<file path="src/verilog/bmpm_regs.svh">
`ifndef BMPM_REGS_SVH
`define BMPM_REGS_SVH

// register byte offsets
`define BMPM_OFS_CMD   8'h00
`define BMPM_OFS_CFG   8'h04
`define BMPM_OFS_RELAX 8'h08
`define BMPM_OFS_WAKE  8'h0C
`define BMPM_OFS_TEMP  8'h10
`define BMPM_OFS_STAT  8'h14

// settings width and status mode field position
`define BMPM_CFG_W     12
`define BMPM_STAT_MODE 4

// one-time-programmable defaults, restored on every power-up
`define BMPM_CFG_RST   12'hFD1
`define BMPM_RELAX_RST 16'h000A
`define BMPM_WAKE_RST  16'h0064
`define BMPM_TEMP_RST  16'h0FA0

// timing
`define BMPM_CLK_NS      50
`define BMPM_SAMPLE_US   2440
`define BMPM_HOLD_S      10
`define BMPM_START_US    8000
`define BMPM_PWRUP_US    10000
`define BMPM_OSC_WAKE_CYC 64

`endif

</file>
<file path="src/verilog/bmpm_pkg.sv">
package bmpm_pkg;

  typedef enum logic [2:0] {
    BMPM_POWERUP, BMPM_NORMAL, BMPM_SLEEP, BMPM_DEEP,
    BMPM_STARTUP, BMPM_SOFTSD, BMPM_SHUT, BMPM_CFGUPD
  } bmpm_mode_t;

  typedef enum logic [7:0] {
    BMPM_CMD_SLEEP_ALLOW  = 8'h01,
    BMPM_CMD_SLEEP_FORBID = 8'h02,
    BMPM_CMD_SLEEP_EXIT   = 8'h03,
    BMPM_CMD_HOLD_CLEAR   = 8'h04,
    BMPM_CMD_DEEP_ENTER   = 8'h10,
    BMPM_CMD_DEEP_EXIT    = 8'h11,
    BMPM_CMD_SHUTDOWN     = 8'h20,
    BMPM_CMD_SD_ABORT     = 8'h21,
    BMPM_CMD_CFG_ENTER    = 8'h30,
    BMPM_CMD_CFG_EXIT     = 8'h31
  } bmpm_cmd_t;

  typedef struct packed {
    logic [4:0] populated;
    logic       aux_en;
    logic       osc_stop;
    logic       hwot_sd;
    logic       temp_sd;
    logic       cell_sd;
    logic       stack_sd;
    logic       sleep_en;
  } bmpm_cfg_t;

  typedef struct packed {
    logic [15:0] cur_mag;
    logic        cur_valid;
    logic [15:0] int_temp;
    logic        int_temp_valid;
    logic        prot_fault;
    logic        stack_low;
    logic [4:0]  cell_low;
    logic        loop_done;
  } bmpm_meas_t;

  typedef struct packed {
    logic charge_fet_drive;
    logic discharge_fet_drive;
    logic meas_en;
    logic meas_slow;
    logic prot_en;
    logic comp_prot_en;
    logic core_reg_on;
    logic aux_regulator_output;
    logic slow_oscillator;
    logic stretch;
    logic otp_load;
    logic full_reset;
    logic cur_sample;
    logic sleep_flag;
  } bmpm_out_t;

  typedef struct packed {
    bmpm_mode_t  mode;
    logic [31:0] cnt;
    logic [31:0] hold;
    logic [31:0] tick;
    logic [7:0]  wk;
    logic        sleep_allow;
    bmpm_cfg_t   cfg;
    logic [15:0] relax;
    logic [15:0] wake;
    logic [15:0] temp_th;
    logic [31:0] rdata;
    bmpm_out_t   o;
  } bmpm_state_t;

endpackage : bmpm_pkg

</file>
<file path="src/verilog/bmpm_sync.sv">
`timescale 1ns/100ps

module bmpm_sync
#(
  parameter int W = 5
)
(
  input  wire logic         clk,
  input  wire logic         rst_n,
  input  wire logic [W-1:0] d,
  output logic      [W-1:0] lvl,
  output logic      [W-1:0] rise,
  output logic      [W-1:0] fall
);

  typedef struct packed {
    logic [W-1:0] meta;
    logic [W-1:0] q;
    logic [W-1:0] prev;
  } bmpm_sync_st_t;

  bmpm_sync_st_t s_reg;
  bmpm_sync_st_t s_next;

  always_comb
  begin
    s_next      = s_reg;
    s_next.meta = d;
    s_next.q    = s_reg.meta;
    s_next.prev = s_reg.q;
  end

  always_ff @(posedge clk or negedge rst_n)
  begin
    if (!rst_n)
      s_reg <= '0;
    else
      s_reg <= s_next;
  end

  // edges are taken only after the second flop
  genvar i;
  generate
    for (i = 0; i < W; i++)
    begin : g_bit
      assign lvl[i]  = s_reg.q[i];
      assign rise[i] = s_reg.q[i] & ~s_reg.prev[i];
      assign fall[i] = ~s_reg.q[i] & s_reg.prev[i];
    end
  endgenerate

endmodule : bmpm_sync

</file>
<file path="src/verilog/bmpm_power_fsm.sv">
`timescale 1ns/100ps
`include "bmpm_regs.svh"

module bmpm_power_fsm
#(
  parameter int unsigned SAMPLE_CYC = `BMPM_SAMPLE_US * 1000 / `BMPM_CLK_NS,
  parameter int unsigned HOLD_CYC   = `BMPM_HOLD_S * (1000000000 / `BMPM_CLK_NS),
  parameter int unsigned START_CYC  = `BMPM_START_US * 1000 / `BMPM_CLK_NS,
  parameter int unsigned PWRUP_CYC  = `BMPM_PWRUP_US * 1000 / `BMPM_CLK_NS,
  parameter int unsigned OSC_CYC    = `BMPM_OSC_WAKE_CYC
)
(
  input  wire logic                 clk,
  input  wire logic                 rst_n,
  input  wire logic [7:0]           addr,
  input  wire logic [31:0]          wdata,
  input  wire logic                 wr,
  input  wire logic                 rd,
  output logic      [31:0]          rdata,
  input  wire bmpm_pkg::bmpm_meas_t meas,
  input  wire logic                 thermistor_pin,
  input  wire logic                 bottom_cell_pin,
  input  wire logic                 supply_sense_low,
  input  wire logic                 hw_overtemp,
  input  wire logic                 scl_i,
  output logic                      scl_o,
  output logic                      scl_oe,
  output bmpm_pkg::bmpm_out_t       ctl
);

  localparam bmpm_pkg::bmpm_cfg_t CFG_RST = `BMPM_CFG_RST;

  localparam bmpm_pkg::bmpm_out_t OUT_RST = '{
    core_reg_on: 1'b1, slow_oscillator: 1'b1, otp_load: 1'b1, default: 1'b0};

  localparam bmpm_pkg::bmpm_state_t ST_RST = '{
    mode:        bmpm_pkg::BMPM_POWERUP,
    cnt:         32'(PWRUP_CYC),
    hold:        32'h0,
    tick:        32'h0,
    wk:          8'h0,
    sleep_allow: CFG_RST.sleep_en,
    cfg:         CFG_RST,
    relax:       `BMPM_RELAX_RST,
    wake:        `BMPM_WAKE_RST,
    temp_th:     `BMPM_TEMP_RST,
    rdata:       32'h0,
    o:           OUT_RST};

  bmpm_pkg::bmpm_state_t st_reg;
  bmpm_pkg::bmpm_state_t st_next;

  logic [4:0] pin_lvl;
  logic [4:0] pin_rise;
  logic [4:0] pin_fall;

  bmpm_sync #(
    .W (5)
  ) u_sync (
    .clk   (clk),
    .rst_n (rst_n),
    .d     ({scl_i, hw_overtemp, supply_sense_low, bottom_cell_pin, thermistor_pin}),
    .lvl   (pin_lvl),
    .rise  (pin_rise),
    .fall  (pin_fall)
  );

  logic       wake_lvl;
  logic       wake_edge;
  logic       sup_low;
  logic       hwot;
  logic       scl_fall;
  logic       cmd_ok;
  logic [7:0] cmd;
  logic       sd_req;
  logic       cell_low_any;
  logic       relax_now;

  assign wake_lvl     = pin_lvl[0] | pin_lvl[1];
  assign wake_edge    = pin_rise[0] | pin_rise[1];
  assign sup_low      = pin_lvl[2];
  assign hwot         = pin_lvl[3];
  assign scl_fall     = pin_fall[4];
  assign cmd          = wdata[7:0];
  // serial traffic is ignored while powered down
  assign cmd_ok       = wr && addr == `BMPM_OFS_CMD && st_reg.mode != bmpm_pkg::BMPM_SHUT;
  assign cell_low_any = |(meas.cell_low & st_reg.cfg.populated);
  assign relax_now    = meas.cur_valid && meas.cur_mag < st_reg.relax;

  assign sd_req = (cmd_ok && cmd == bmpm_pkg::BMPM_CMD_SHUTDOWN)
                || (st_reg.cfg.stack_sd && meas.stack_low)
                || (st_reg.cfg.cell_sd && cell_low_any)
                || (st_reg.cfg.temp_sd && meas.int_temp_valid
                    && meas.int_temp > st_reg.temp_th)
                || (st_reg.cfg.hwot_sd && hwot);

  always_comb
  begin
    st_next              = st_reg;
    st_next.o.otp_load   = 1'b0;
    st_next.o.full_reset = 1'b0;
    st_next.o.cur_sample = 1'b0;
    st_next.rdata        = 32'h0;
    if (st_reg.hold != 32'h0)
      st_next.hold = st_reg.hold - 32'h1;
    if (st_reg.cnt != 32'h0)
      st_next.cnt = st_reg.cnt - 32'h1;

    if (cmd_ok)
    begin
      case (cmd)
        bmpm_pkg::BMPM_CMD_SLEEP_ALLOW:  st_next.sleep_allow = 1'b1;
        bmpm_pkg::BMPM_CMD_SLEEP_FORBID: st_next.sleep_allow = 1'b0;
        bmpm_pkg::BMPM_CMD_HOLD_CLEAR:   st_next.hold = 32'h0;
        default:                         st_next.hold = st_next.hold;
      endcase
    end

    case (st_reg.mode)
      bmpm_pkg::BMPM_NORMAL, bmpm_pkg::BMPM_SLEEP:
      begin
        if (sd_req)
          // a present wake condition parks in soft shutdown
          st_next.mode = wake_lvl ? bmpm_pkg::BMPM_SOFTSD : bmpm_pkg::BMPM_SHUT;
        else if (cmd_ok && cmd == bmpm_pkg::BMPM_CMD_DEEP_ENTER)
          st_next.mode = bmpm_pkg::BMPM_DEEP;
        else if (st_reg.mode == bmpm_pkg::BMPM_NORMAL)
        begin
          if (cmd_ok && cmd == bmpm_pkg::BMPM_CMD_CFG_ENTER)
            st_next.mode = bmpm_pkg::BMPM_CFGUPD;
          else if (st_reg.sleep_allow && st_reg.hold == 32'h0 && relax_now
                   && !meas.prot_fault)
          begin
            st_next.mode = bmpm_pkg::BMPM_SLEEP;
            st_next.tick = 32'(SAMPLE_CYC);
          end
        end
        else if (meas.prot_fault || (cmd_ok && cmd == bmpm_pkg::BMPM_CMD_SLEEP_EXIT)
                 || (meas.cur_valid && meas.cur_mag > st_reg.wake))
        begin
          st_next.mode = bmpm_pkg::BMPM_NORMAL;
          st_next.hold = 32'(HOLD_CYC);
        end
        else if (st_reg.tick == 32'h0)
        begin
          st_next.o.cur_sample = 1'b1;
          st_next.tick         = 32'(SAMPLE_CYC);
        end
        else
          st_next.tick = st_reg.tick - 32'h1;
      end
      bmpm_pkg::BMPM_DEEP:
      begin
        if (sup_low)
          st_next.mode = bmpm_pkg::BMPM_SHUT;
        else if ((cmd_ok && cmd == bmpm_pkg::BMPM_CMD_DEEP_EXIT) || wake_edge)
        begin
          st_next.mode = bmpm_pkg::BMPM_STARTUP;
          st_next.cnt  = 32'(START_CYC);
        end
      end
      bmpm_pkg::BMPM_STARTUP:
      begin
        // fixed settle time, then one full measurement loop
        if (st_reg.cnt == 32'h0 && meas.loop_done)
          st_next.mode = bmpm_pkg::BMPM_NORMAL;
      end
      bmpm_pkg::BMPM_SOFTSD:
      begin
        if (cmd_ok && cmd == bmpm_pkg::BMPM_CMD_SD_ABORT)
        begin
          st_next.mode         = bmpm_pkg::BMPM_POWERUP;
          st_next.o.full_reset = 1'b1;
        end
        else if (!wake_lvl)
          st_next.mode = bmpm_pkg::BMPM_SHUT;
      end
      bmpm_pkg::BMPM_SHUT:
      begin
        if (wake_lvl)
          st_next.mode = bmpm_pkg::BMPM_POWERUP;
      end
      bmpm_pkg::BMPM_POWERUP:
      begin
        if (st_reg.cnt == 32'h0 && meas.loop_done)
          st_next.mode = bmpm_pkg::BMPM_NORMAL;
      end
      bmpm_pkg::BMPM_CFGUPD:
      begin
        if (cmd_ok && cmd == bmpm_pkg::BMPM_CMD_CFG_EXIT)
        begin
          st_next.mode        = bmpm_pkg::BMPM_NORMAL;
          st_next.sleep_allow = st_reg.cfg.sleep_en;
        end
      end
      default:
        st_next.mode = bmpm_pkg::BMPM_POWERUP;
    endcase

    // every power-up reloads the stored defaults
    if (st_next.mode == bmpm_pkg::BMPM_POWERUP && st_reg.mode != bmpm_pkg::BMPM_POWERUP)
    begin
      st_next.cnt         = 32'(PWRUP_CYC);
      st_next.cfg         = CFG_RST;
      st_next.relax       = `BMPM_RELAX_RST;
      st_next.wake        = `BMPM_WAKE_RST;
      st_next.temp_th     = `BMPM_TEMP_RST;
      st_next.sleep_allow = CFG_RST.sleep_en;
      st_next.hold        = 32'h0;
      st_next.o.otp_load  = 1'b1;
    end

    // register writes; a write in any cycle that ends in power-up, entry cycle included, is lost
    if (wr && st_reg.mode != bmpm_pkg::BMPM_SHUT && st_next.mode != bmpm_pkg::BMPM_POWERUP)
    begin
      case (addr)
        // stored settings change only inside settings edit
        `BMPM_OFS_CFG:
          if (st_reg.mode == bmpm_pkg::BMPM_CFGUPD)
            st_next.cfg = wdata[`BMPM_CFG_W-1:0];
        `BMPM_OFS_RELAX: st_next.relax   = wdata[15:0];
        `BMPM_OFS_WAKE:  st_next.wake    = wdata[15:0];
        `BMPM_OFS_TEMP:  st_next.temp_th = wdata[15:0];
        default:         st_next.relax   = st_next.relax;
      endcase
    end

    // a read in the cycle that enters shutdown also answers zero
    if (rd && st_reg.mode != bmpm_pkg::BMPM_SHUT && st_next.mode != bmpm_pkg::BMPM_SHUT)
    begin
      case (addr)
        `BMPM_OFS_CFG:   st_next.rdata = {20'h0, st_reg.cfg};
        `BMPM_OFS_RELAX: st_next.rdata = {16'h0, st_reg.relax};
        `BMPM_OFS_WAKE:  st_next.rdata = {16'h0, st_reg.wake};
        `BMPM_OFS_TEMP:  st_next.rdata = {16'h0, st_reg.temp_th};
        `BMPM_OFS_STAT:
          st_next.rdata = {25'h0, st_reg.mode, 1'b0, st_reg.hold != 32'h0,
                           st_reg.sleep_allow, st_reg.mode == bmpm_pkg::BMPM_SLEEP};
        default:         st_next.rdata = 32'h0;
      endcase
    end

    // oscillator may stop in deep standby; serial clock activity restarts it
    if (st_next.mode == bmpm_pkg::BMPM_SHUT)
    begin
      st_next.o.slow_oscillator = 1'b0;
      st_next.o.stretch         = 1'b0;
    end
    else if (st_next.mode != bmpm_pkg::BMPM_DEEP)
    begin
      st_next.o.slow_oscillator = 1'b1;
      st_next.o.stretch         = 1'b0;
    end
    else if (st_reg.mode != bmpm_pkg::BMPM_DEEP)
      st_next.o.slow_oscillator = !st_reg.cfg.osc_stop;
    else if (st_reg.o.stretch)
    begin
      if (st_reg.wk == 8'h0)
      begin
        st_next.o.stretch         = 1'b0;
        st_next.o.slow_oscillator = 1'b1;
      end
      else
        st_next.wk = st_reg.wk - 8'h1;
    end
    else if (!st_reg.o.slow_oscillator && scl_fall)
    begin
      st_next.o.stretch = 1'b1;
      st_next.wk        = 8'(OSC_CYC);
    end

    case (st_next.mode)
      bmpm_pkg::BMPM_NORMAL, bmpm_pkg::BMPM_SLEEP:
      begin
        st_next.o.charge_fet_drive    = !meas.prot_fault;
        st_next.o.discharge_fet_drive = !meas.prot_fault;
        st_next.o.meas_en             = 1'b1;
        st_next.o.prot_en             = 1'b1;
        st_next.o.comp_prot_en        = 1'b1;
      end
      bmpm_pkg::BMPM_STARTUP, bmpm_pkg::BMPM_POWERUP:
      begin
        st_next.o.charge_fet_drive    = 1'b0;
        st_next.o.discharge_fet_drive = 1'b0;
        st_next.o.meas_en             = 1'b1;
        st_next.o.prot_en             = 1'b1;
        st_next.o.comp_prot_en        = 1'b1;
      end
      default:
      begin
        st_next.o.charge_fet_drive    = 1'b0;
        st_next.o.discharge_fet_drive = 1'b0;
        st_next.o.meas_en             = 1'b0;
        st_next.o.prot_en             = 1'b0;
        st_next.o.comp_prot_en        = 1'b0;
      end
    endcase
    st_next.o.meas_slow  = st_next.mode == bmpm_pkg::BMPM_SLEEP;
    st_next.o.sleep_flag = st_next.mode == bmpm_pkg::BMPM_SLEEP;
    st_next.o.core_reg_on = st_next.mode != bmpm_pkg::BMPM_SHUT;
    if (st_next.mode == bmpm_pkg::BMPM_SHUT || st_next.mode == bmpm_pkg::BMPM_POWERUP)
      st_next.o.aux_regulator_output = 1'b0;
    else if (st_next.mode != bmpm_pkg::BMPM_DEEP)
      st_next.o.aux_regulator_output = st_next.cfg.aux_en;
  end

  always_ff @(posedge clk or negedge rst_n)
  begin
    if (!rst_n)
      st_reg <= ST_RST;
    else
      st_reg <= st_next;
  end

  assign rdata  = st_reg.rdata;
  assign ctl    = st_reg.o;
  assign scl_o  = 1'b0;
  assign scl_oe = st_reg.o.stretch;
endmodule : bmpm_power_fsm

</file>
<file path="config.mk">
export PLATFORM = sky130hd
export DESIGN_NAME = bmpm_power_fsm
export DESIGN_NICKNAME = d
export VERILOG_FILES = /design/src/verilog/bmpm_pkg.sv /design/src/verilog/bmpm_sync.sv /design/src/verilog/bmpm_power_fsm.sv
export VERILOG_INCLUDE_DIRS = /design/src /design/src/verilog
export SDC_FILE = /design/constraint.sdc
export NUM_CORES = 1
export LEC_CHECK = 0
export BUFFER_PORTS_ARGS = -buffer_cell sky130_fd_sc_hd__buf_2
export CAP_MARGIN = 5
export CORE_MARGIN = 4
export CORE_UTILIZATION = 30
export DETAILED_ROUTE_END_ITERATION = 16
export GPL_TIMING_DRIVEN = 0
export MAX_ROUTING_LAYER = met4
export PLACE_DENSITY = 0.56
export SKIP_CTS_REPAIR_TIMING = 1
export SYNTH_ARGS = -nofsm -noshare
export SYNTH_HDL_FRONTEND = slang
export SYNTH_SLANG_ARGS = --single-unit
</file>
<file path="constraint.sdc">
create_clock -name clk -period 9.9 [get_ports clk]
set_clock_uncertainty 0.15 [all_clocks]
set_input_delay 0.99 -clock clk [delete_from_list [all_inputs] [get_ports clk]]
set_output_delay 0.99 -clock clk [all_outputs]
set_load 0.05 [all_outputs]
</file>
After elaboration in Yosys (flattened, before gate mapping):

Cells that the tools add are included.

* $add $sub $neg: 4
* order comparisons: 3
* eq/ne operators: 35
* muxes and demuxes: 69
* bitwise operators: 14
* reductions and logical operators: 61

Operator list (number)
* 32-bit 2-to-1 mux: 13
* 64-bit 2-to-1 mux: 4
* 32-bit logical NOT: 3
* 32-bit by 1-bit subtractor with 32-bit output, second input constant: 3
* 16-bit case mux with 5 select lines: 1
* 16-bit 2-to-1 mux: 4
* 32-bit nonzero test: 2
* 61-bit 2-to-1 mux: 1
* 60-bit 2-to-1 mux: 1
* 3-bit 2-to-1 mux: 12
* 35-bit 2-to-1 mux: 1
* 8-bit by 5-bit equality test with 1-bit output, second input constant: 4
* 8-bit by 6-bit equality test with 1-bit output, second input constant: 4
* 16-bit greater-than comparator: 2
* 1-bit logical AND: 26
* 12-bit 2-to-1 mux: 2
* 8-bit 2-to-1 mux: 3
* 1-bit 2-to-1 mux: 19
* 3-bit equality test, second input constant: 6
* 3-bit case mux with 6 select lines: 1
* 8-bit by 2-bit equality test with 1-bit output, second input constant: 2
* 8-bit by 3-bit equality test with 1-bit output, second input constant: 2
* 8-bit by 4-bit equality test with 1-bit output, second input constant: 2
* 8-bit logical NOT: 2
* 28 further kinds: 66

* bits in registers: 228
* input bits: 91
* logic and storage cells: 220

Logic depth before layout (Yosys ltp):

Gate-level depths: netlist of run 1.

* depth in word-level cells: 19
* mapped depth: 13
* gate-level depth less buffers: 11

By module:

Synthesis of run 1 repeated with hierarchy kept, for this count alone.

* cell total of the unflattened synthesis: 1230
* area total of the unflattened synthesis: 11863.9 um^2

By module, submodules not included
* bmpm_power_fsm: times used 1, cells an instance 1200, area an instance 11363.4 um^2, sequential area each 4916.0 um^2
* bmpm_sync: times used 1, cells an instance 30, area an instance 500.5 um^2, sequential area each 375.4 um^2

Worst setup path after synthesis of run 1:

No wires, ideal clock.

* kind: input -> register
* start: input port addr[2]
* end: register st_reg (netlist bit rdata[10])
* setup time: 134 ps
* arrival: 3521 ps
* required time: 9616 ps
* setup slack: 6095 ps
* stages: 11
* buffers on the path: 3
* cell sequence: or2_1 -> or4_1 -> clkbuf_1 -> o311ai_2 -> o21a_1 -> a221oi_4 -> or2_1 -> buf_2 -> a211oi_2 -> buf_2 -> nor3_1

RTL lines
* from (decl): line bmpm_power_fsm.sv:15 `input wire logic [7:0] addr,`
* to (signal assigned): line bmpm_power_fsm.sv:312 `st_reg <= st_next;`
* to (decl): line bmpm_power_fsm.sv:50 `bmpm_pkg::bmpm_state_t st_reg;`

==> metrics.cfg, run 1 <==
[yosys]
synth_compound_area_share_pct = 15.2
synthFlopType = dfrtp_1
synth-xor-area-share_pct = 4.48
syn_area_um2 = 11900
ys_warn_count = 0
yosysSeqAreaShare_pct = 43.9
yosys.area_share.adder_pct = 5.72
synth_edf_count = 0
synth_area_per_cell_um2 = 9.41
synth_cell_type_count = 78
async_reset_ff_share_pct = 100
synthMuxAreaShare_pct = 3.36
ys_seq_elements = 208
synth_cells = 1268
yosys.area_share.simple_pct = 19.6
synth_top_family_by_area = simple AND/OR/NAND/NOR gates

[cells_and_area]
largest_reg_flops = 168
layout_common_cells = 179 x dfrtp_1, 120 x buf_2, 118 x nor2_1, 82 x inv_1, 78 x nand2_1
final_nets = 1560
design_area_um2 = 14100
final_common_cell = dfrtp_1
drive_gt1_share_pct = 18.6
stdcell_count = 1958
synthToLayoutAreaGrowth_pct = 18.2
fillCellCount = 3968

[sta]
hold_violations = 0
setup-tns-final_ps = 0
layout_setup_ws_ps = 5370
slew_viol_final = 0
max_freq_mhz = 221
fin_crit_sh_pct = 45.8
slew-limit-headroom_pct = 42.6
post-route-min-period_ps = 4530
worst_slew_pin_slew_ps = 860
setup_viol = 0
rsz0062_at_grt = false

[critical_path]
r2r-start = st_reg[53]$_DFF_PN1_
crit_start = st_reg[53]$_DFF_PN1_
crit_fanout = 10
worst_setup_path_start_kind = flip-flop
cp.required_ps = 10110
critPathArrivalTime_ps = 4740
regToRegEndpoint = rdata[3]$_DFF_PN0_
worstSetupEndpointType = flip-flop
r2r_slack_ps = 5370
path_class = reg -> reg
cp_cell_sequence = inv_1 -> ha_1 -> and3_1 -> a221oi_1 -> o22ai_1 -> o31ai_1 -> and3_1 -> buf_2 -> nand2_1 -> a211oi_2 -> buf_2 -> nor3_1
reg2regPathDepth = 12
cpPeakStageDelay_ps = 720
crit_end = rdata[3]$_DFF_PN0_
slowest_stage = a211oi_2

[power]
ir_worst_vdd_mv = 0.152
p_leak_nw = 6.65
pwr_density_cell_nw_per_um2 = 233

[routing]
drtIter0Drc = 812
via_count = 10029
dr.pass1.iters = 7
wire_per_inst_um = 17.6
routed_wl_um = 34400
drcViolationCount = 0
avgViaCountPerCell = 5.12
ant_nets = 0

[die]
die_h_um = 207
io_pins = 139
die-area_um2 = 43000
die_x_um = 207
rows = 72
core_um2 = 39000
initial_core_util_pct = 30.6

[place]
dpl_cell_area_um2 = 13200
portBuffers = 104
placed_cells = 1907
place_ws_ps = 4870
gp_congestion = 0.910
dp_hpwl_um = 26100

[clocking]
root_buffer = clkbuf_16
clock_path_buffers = 3
clk_pin_slew_ps = 60
clkLatencyLatePin_ps = 540
numCtsBuffers = 25
cts_tree = built
cts_htree_levels = 1
cts_sinks = 208

[global_route]
first_global_vias = 9947
grt_max_degree = 111
overflow = 0
track_usage_pct = 16.1
grt_pass1_wl_um = 55400
antenna_found_initial = 5

[worst_hold_path]
hold_class = reg -> reg

[run]
timing.max_cap.violations = 0

[run_status]
status = finished clean

synth_stat cells (26+ instances only):
cell type | n | area, µm²
nand4_1 | 34 | 213
ha_1 | 53 | 663
nor2_1 | 118 | 443
nor3_1 | 44 | 220
buf_4 | 49 | 368
dfstp_2 | 29 | 762
xor2_1 | 34 | 298
nand3_1 | 32 | 160
inv_1 | 82 | 308
o21ai_0 | 48 | 240
a21oi_1 | 69 | 345
xnor2_1 | 27 | 236
clkbuf_1 | 32 | 120
or3_1 | 26 | 163
nand2_1 | 78 | 293
mux2i_1 | 39 | 390
dfrtp_1 | 179 | 4480
cell families (layout without fill, tap and decap cells):
logic type	Yosys count	count (layout)
compound gates	273	273
xor+xnor	61	61
fa+ha+maj	55	55
buf+inv	184	335
flops	208	208
mux	40	40
other cells	1	22
simple gates	446	446
critical path: cells and delay by family, from the launching register on:
kind | cells | cell delay, ps
AND/OR/NAND/NOR | 4 | 710
flip-flops | 1 | 570
adder cells (fa/ha/maj) | 1 | 290
buffers and inverters | 3 | 760
AO/OA/AOI/OAI | 4 | 1880
layout make-up:
class	instances	area [µm²]	area share [%]
multi-input cells	892	5850	41.4
flip-flops and latches	208	5240	37.2
clock buffers	34	699	4.96
well taps	518	648	4.59
plain buffers	100	588	4.17
repair buffers	105	558	3.96
inverters	84	320	2.27
clock inverters	12	191	1.36
diodes	5	12.5	0.0887
metal layers:
| layer | GRT usage, % | share of wire, % | vias up |
|---|---|---|---|
| met5 | - | 0 | - |
| met4 | 4.90 | 2.8 | 0 |
| met3 | 3.69 | 6.8 | 66 |
| met2 | 25.4 | 47 | 288 |
| met1 | 20.9 | 44 | 4866 |
| li1 | - | - | 4809 |
worst min path at each step:
stage	from	endpoint	slack (ps)	cells after the start
finish	u_sync.s_next[8]$_DFF_PN0_	u_sync.lvl[3]$_DFF_PN0_	200	0
global route	u_sync.s_next[8]$_DFF_PN0_	u_sync.lvl[3]$_DFF_PN0_	210	0
CTS	u_sync.s_next[8]$_DFF_PN0_	u_sync.lvl[3]$_DFF_PN0_	200	0
detailed placement	u_sync.s_next[5]$_DFF_PN0_	u_sync.lvl[0]$_DFF_PN0_	200	0
global placement	u_sync.s_next[8]$_DFF_PN0_	u_sync.lvl[3]$_DFF_PN0_	200	0
floorplan	u_sync.s_next[5]$_DFF_PN0_	u_sync.lvl[0]$_DFF_PN0_	180	0
power breakdown:
group,switching [W],internal (W),total (W)
Combinational,0.000752,0.000404,0.00116
Clock,0.000376,0.000604,0.000980
Sequential,0.000139,0.00101,0.00115
stage by stage:
stage          hold WS [ps]  utilization, %  total power (W)
3_5_place_dp            199            33.8          0.00232
6_report                200            36.2          0.00329
4_1_cts                 201            36.1          0.00332
2_1_floorplan           181               -          0.00198
3_3_place_gp            195            33.8          0.00230
5_1_grt                 208            36.2          0.00352
(Power assumes the default switching activity.)
==> run 2: changes to the inputs <==
--- a/config.mk
+++ b/config.mk
@@ -6,6 +6,7 @@
 export SDC_FILE = /design/constraint.sdc
 export NUM_CORES = 1
 export LEC_CHECK = 0
+export ABC_AREA = 1
 export BUFFER_PORTS_ARGS = -buffer_cell sky130_fd_sc_hd__buf_2
 export CAP_MARGIN = 5
 export CORE_MARGIN = 4
@@ -13,7 +14,7 @@
 export DETAILED_ROUTE_END_ITERATION = 16
 export GPL_TIMING_DRIVEN = 0
 export MAX_ROUTING_LAYER = met4
-export PLACE_DENSITY = 0.56
+export PLACE_DENSITY = 0.55
 export SKIP_CTS_REPAIR_TIMING = 1
 export SYNTH_ARGS = -nofsm -noshare
 export SYNTH_HDL_FRONTEND = slang
==> constraint.sdc (replaced) <==
create_clock -name clk -period 4.3 [get_ports clk]
set_clock_uncertainty 0.15 [all_clocks]
set_input_delay 0.43 -clock clk [delete_from_list [all_inputs] [get_ports clk]]
set_output_delay 0.43 -clock clk [all_outputs]
set_load 0.05 [all_outputs]
==> run 2 against run 1 <==
  * The flow now finishes with violations (negative hold slack)
  * Die area up 6.9%
  * Final area up 7.1%
  * Global-route usage down 0.22 points
  * Sequential power up 120%
  * Critical endpoint is now st_reg[125]$_DFFE_PN0P_
  * Power up 140%
  * Utilization down 0.22 points
  * Worst hold slack worse by 200 ps
  * First-iteration DRC count down 19%
  * Clock-buffer cell count up 8
==> metrics.cfg, run 2 <==
[die]
die_h_um = 214
die-area_um2 = 46000
die_x_um = 214
io_pins = 139
core_um2 = 42000
initial_core_util_pct = 30.4
rows = 75

[clocking]
cts_htree_levels = 1
cts_sinks = 208
clkLatencyLatePin_ps = 550
root_buffer = clkbuf_16
cts_tree = built
clk_pin_slew_ps = 60
numCtsBuffers = 27
clock_path_buffers = 3

[sta]
fin_crit_sh_pct = 75.8
setup_viol = 0
slew-limit-headroom_pct = 54.7
post-route-min-period_ps = 3260
slew_viol_final = 0
worst_slew_pin_slew_ps = 679
layout_setup_ws_ps = 1040
max_freq_mhz = 307
hold_violations = 1
whs_ps = -0.532
rsz0062_at_grt = false

[critical_path]
crit_start = st_reg[51]$_DFF_PN1_
r2r_slack_ps = 1040
path_class = reg -> reg
reg2regPathDepth = 18
slowest_stage = dfstp_2
worst_setup_path_start_kind = flip-flop
r2r-start = st_reg[51]$_DFF_PN1_
cp_cell_sequence = inv_1 -> ha_1 -> nand2_1 -> nor2_1 -> nand4_1 -> nor2_1 -> nor2_1 -> nand2_1 -> nand2_1 -> inv_1 -> nand2_1 -> nor2_1 -> nand2_1 -> inv_2 -> buf_2 -> nand3_1 -> a21oi_1 -> o21ai_0
crit_fanout = 10
cp.required_ps = 4560
worstSetupEndpointType = flip-flop
cpPeakStageDelay_ps = 510
path_common_cell = nand2_1
regToRegEndpoint = st_reg[125]$_DFFE_PN0P_
crit_end = st_reg[125]$_DFFE_PN0P_
critPathTopFamily = simple AND/OR/NAND/NOR gates
crit_buf_inv = 4
cp.depth = 18
critPathArrivalTime_ps = 3520

[global_route]
first_global_vias = 10914
overflow = 0
grt_max_degree = 116
antenna_found_initial = 1
track_usage_pct = 15.9
grt_pass1_wl_um = 58500

[power]
ir_worst_vdd_mv = 0.297
pwr_density_cell_nw_per_um2 = 512
p_leak_nw = 7.79

[place]
dp_hpwl_um = 27800
place_ws_ps = 999
gp_congestion = 0.903
portBuffers = 105

[yosys]
async_reset_ff_share_pct = 100
synth_edf_count = 0
synth_top_family_by_area = simple AND/OR/NAND/NOR gates
synth_area_per_cell_um2 = 7.85
synth-xor-area-share_pct = 2.94
yosys.area_share.simple_pct = 27.4
synth_compound_area_share_pct = 10.9
synth_most_common_cell = inv_1
synth_top_area_share_pct = 35.0
ys_seq_elements = 208
synth_cells = 1630
yosys.area_share.adder_pct = 5.18
synth_area_leaders = dfrtp_1 35%, inv_1 7.5%, nand2_1 7.4%, nor2_1 6.0%, dfstp_2 6.0%
syn_area_um2 = 12800
synth_cell_type_count = 61
synthFlopType = dfrtp_1
synth_area_leader_cell = dfrtp_1
synth_common_cells = 256 x inv_1, 252 x nand2_1, 206 x nor2_1
yosysSeqAreaShare_pct = 41.0
ys_warn_count = 0
synthMuxAreaShare_pct = 0

[routing]
drtIter0Drc = 655
avgViaCountPerCell = 4.70
wire_per_inst_um = 15.4
dr.pass1.iters = 6
ant_nets = 0
drcViolationCount = 0
routed_wl_um = 36100
via_count = 11036

[cells_and_area]
synthToLayoutAreaGrowth_pct = 18.1
drive_gt1_share_pct = 19.2
largest_reg_flops = 168
final_common_cell = inv_1
final_nets = 1933
fin_util_pct = 35.9
layout_common_cells = 256 x inv_1, 252 x nand2_1, 206 x nor2_1, 179 x dfrtp_1, 118 x buf_2

[run]
timing.max_cap.violations = 0

[worst_hold_path]
hold_class = in -> reg

[run_status]
status = finished with violations
violations = negative hold slack

run 2: cell types whose count changed in the layout (fill, tap and decap cells not counted), moves of 13 or more:
cell      before  now
o31ai_1       20    7
or3_1         26    0
inv_2          1   20
nand2_1       78  252
nand3_1       32  108
mux2i_1       39    0
o21ai_1       24   49
nor2_1       118  206
clkbuf_1      37   13
inv_1         82  256
o22ai_1        5   22
or4_1         25    2
nor2_2         0   21
run 2: power by group:
part | switching [W] | internal (W) | leakage (nW)
logic | 0.00203 | 0.000875 | 4.66
clock network | 0.000874 | 0.00145 | 0.451
registers | 0.000244 | 0.00226 | 2.68
run 2: kinds of logic (layout without fill, tap and decap cells):
logic type	after synthesis	in the layout
buffers and inverters	358	522
AND/OR/NAND/NOR	730	730
AO/OA/AOI/OAI	237	237
other	1	18
XOR/XNOR	43	43
flip-flops	208	208
adder cells (fa/ha/maj)	53	53
run 2: tightest hold or removal path, stage by stage:
cell and delay (ps):
buf_2 90, o21ai_0 80, inv_1 50
run 2: layer usage:
metal / vias to the layer above / global-route usage [%] / routed length, µm
li1: 5543 / - / -
met4: 0 / 3.05 / 699
met3: 47 / 2.65 / 1830
met2: 228 / 25.9 / 16800
met5: - / - / 0
met1: 5218 / 21.2 / 16800
run 2: worst min path at each step:
stage / start / endpoint / slack [ps] / cells after the start
CTS: rst_n / st_reg[204]$_DFF_PN0_ / -190 / 2
global route: wdata[11] / st_reg[105]$_DFF_PN1_ / 30 / 3
detailed placement: u_sync.s_next[6]$_DFF_PN0_ / u_sync.lvl[1]$_DFF_PN0_ / 190 / 0
finish: wdata[11] / st_reg[105]$_DFF_PN1_ / -0.5 / 3
floorplan: rst_n / ctl[0]$_DFF_PN0_ / -20 / 0
global placement: u_sync.s_next[7]$_DFF_PN0_ / u_sync.lvl[2]$_DFF_PN0_ / 190 / 0
run 2: stage by stage:
| stage | power, W | instances | setup TNS [ps] | instance area, µm² |
|---|---|---|---|---|
| CTS | 0.00783 | 2342 | 0 | 15000 |
| finish | 0.00774 | 2350 | 0 | 15100 |
| global route | 0.00829 | 2350 | 0 | 15100 |
| global placement | 0.00541 | 2290 | -197240 | 14100 |
| detailed placement | 0.00545 | 2292 | 0 | 14100 |
| floorplan | 0.00463 | 1646 | 0 | 12900 |
run 2: final cells by class:
cell class | count | area [µm²]
antenna | 1 | 2.50
buffer | 77 | 543
clock buffer | 42 | 802
clock inverter | 8 | 121
fill | 4415 | 26900
inverter | 281 | 1060
multi-input combinational | 1080 | 6000
sequential | 208 | 5240
tap | 539 | 674
timing repair buffer | 114 | 661
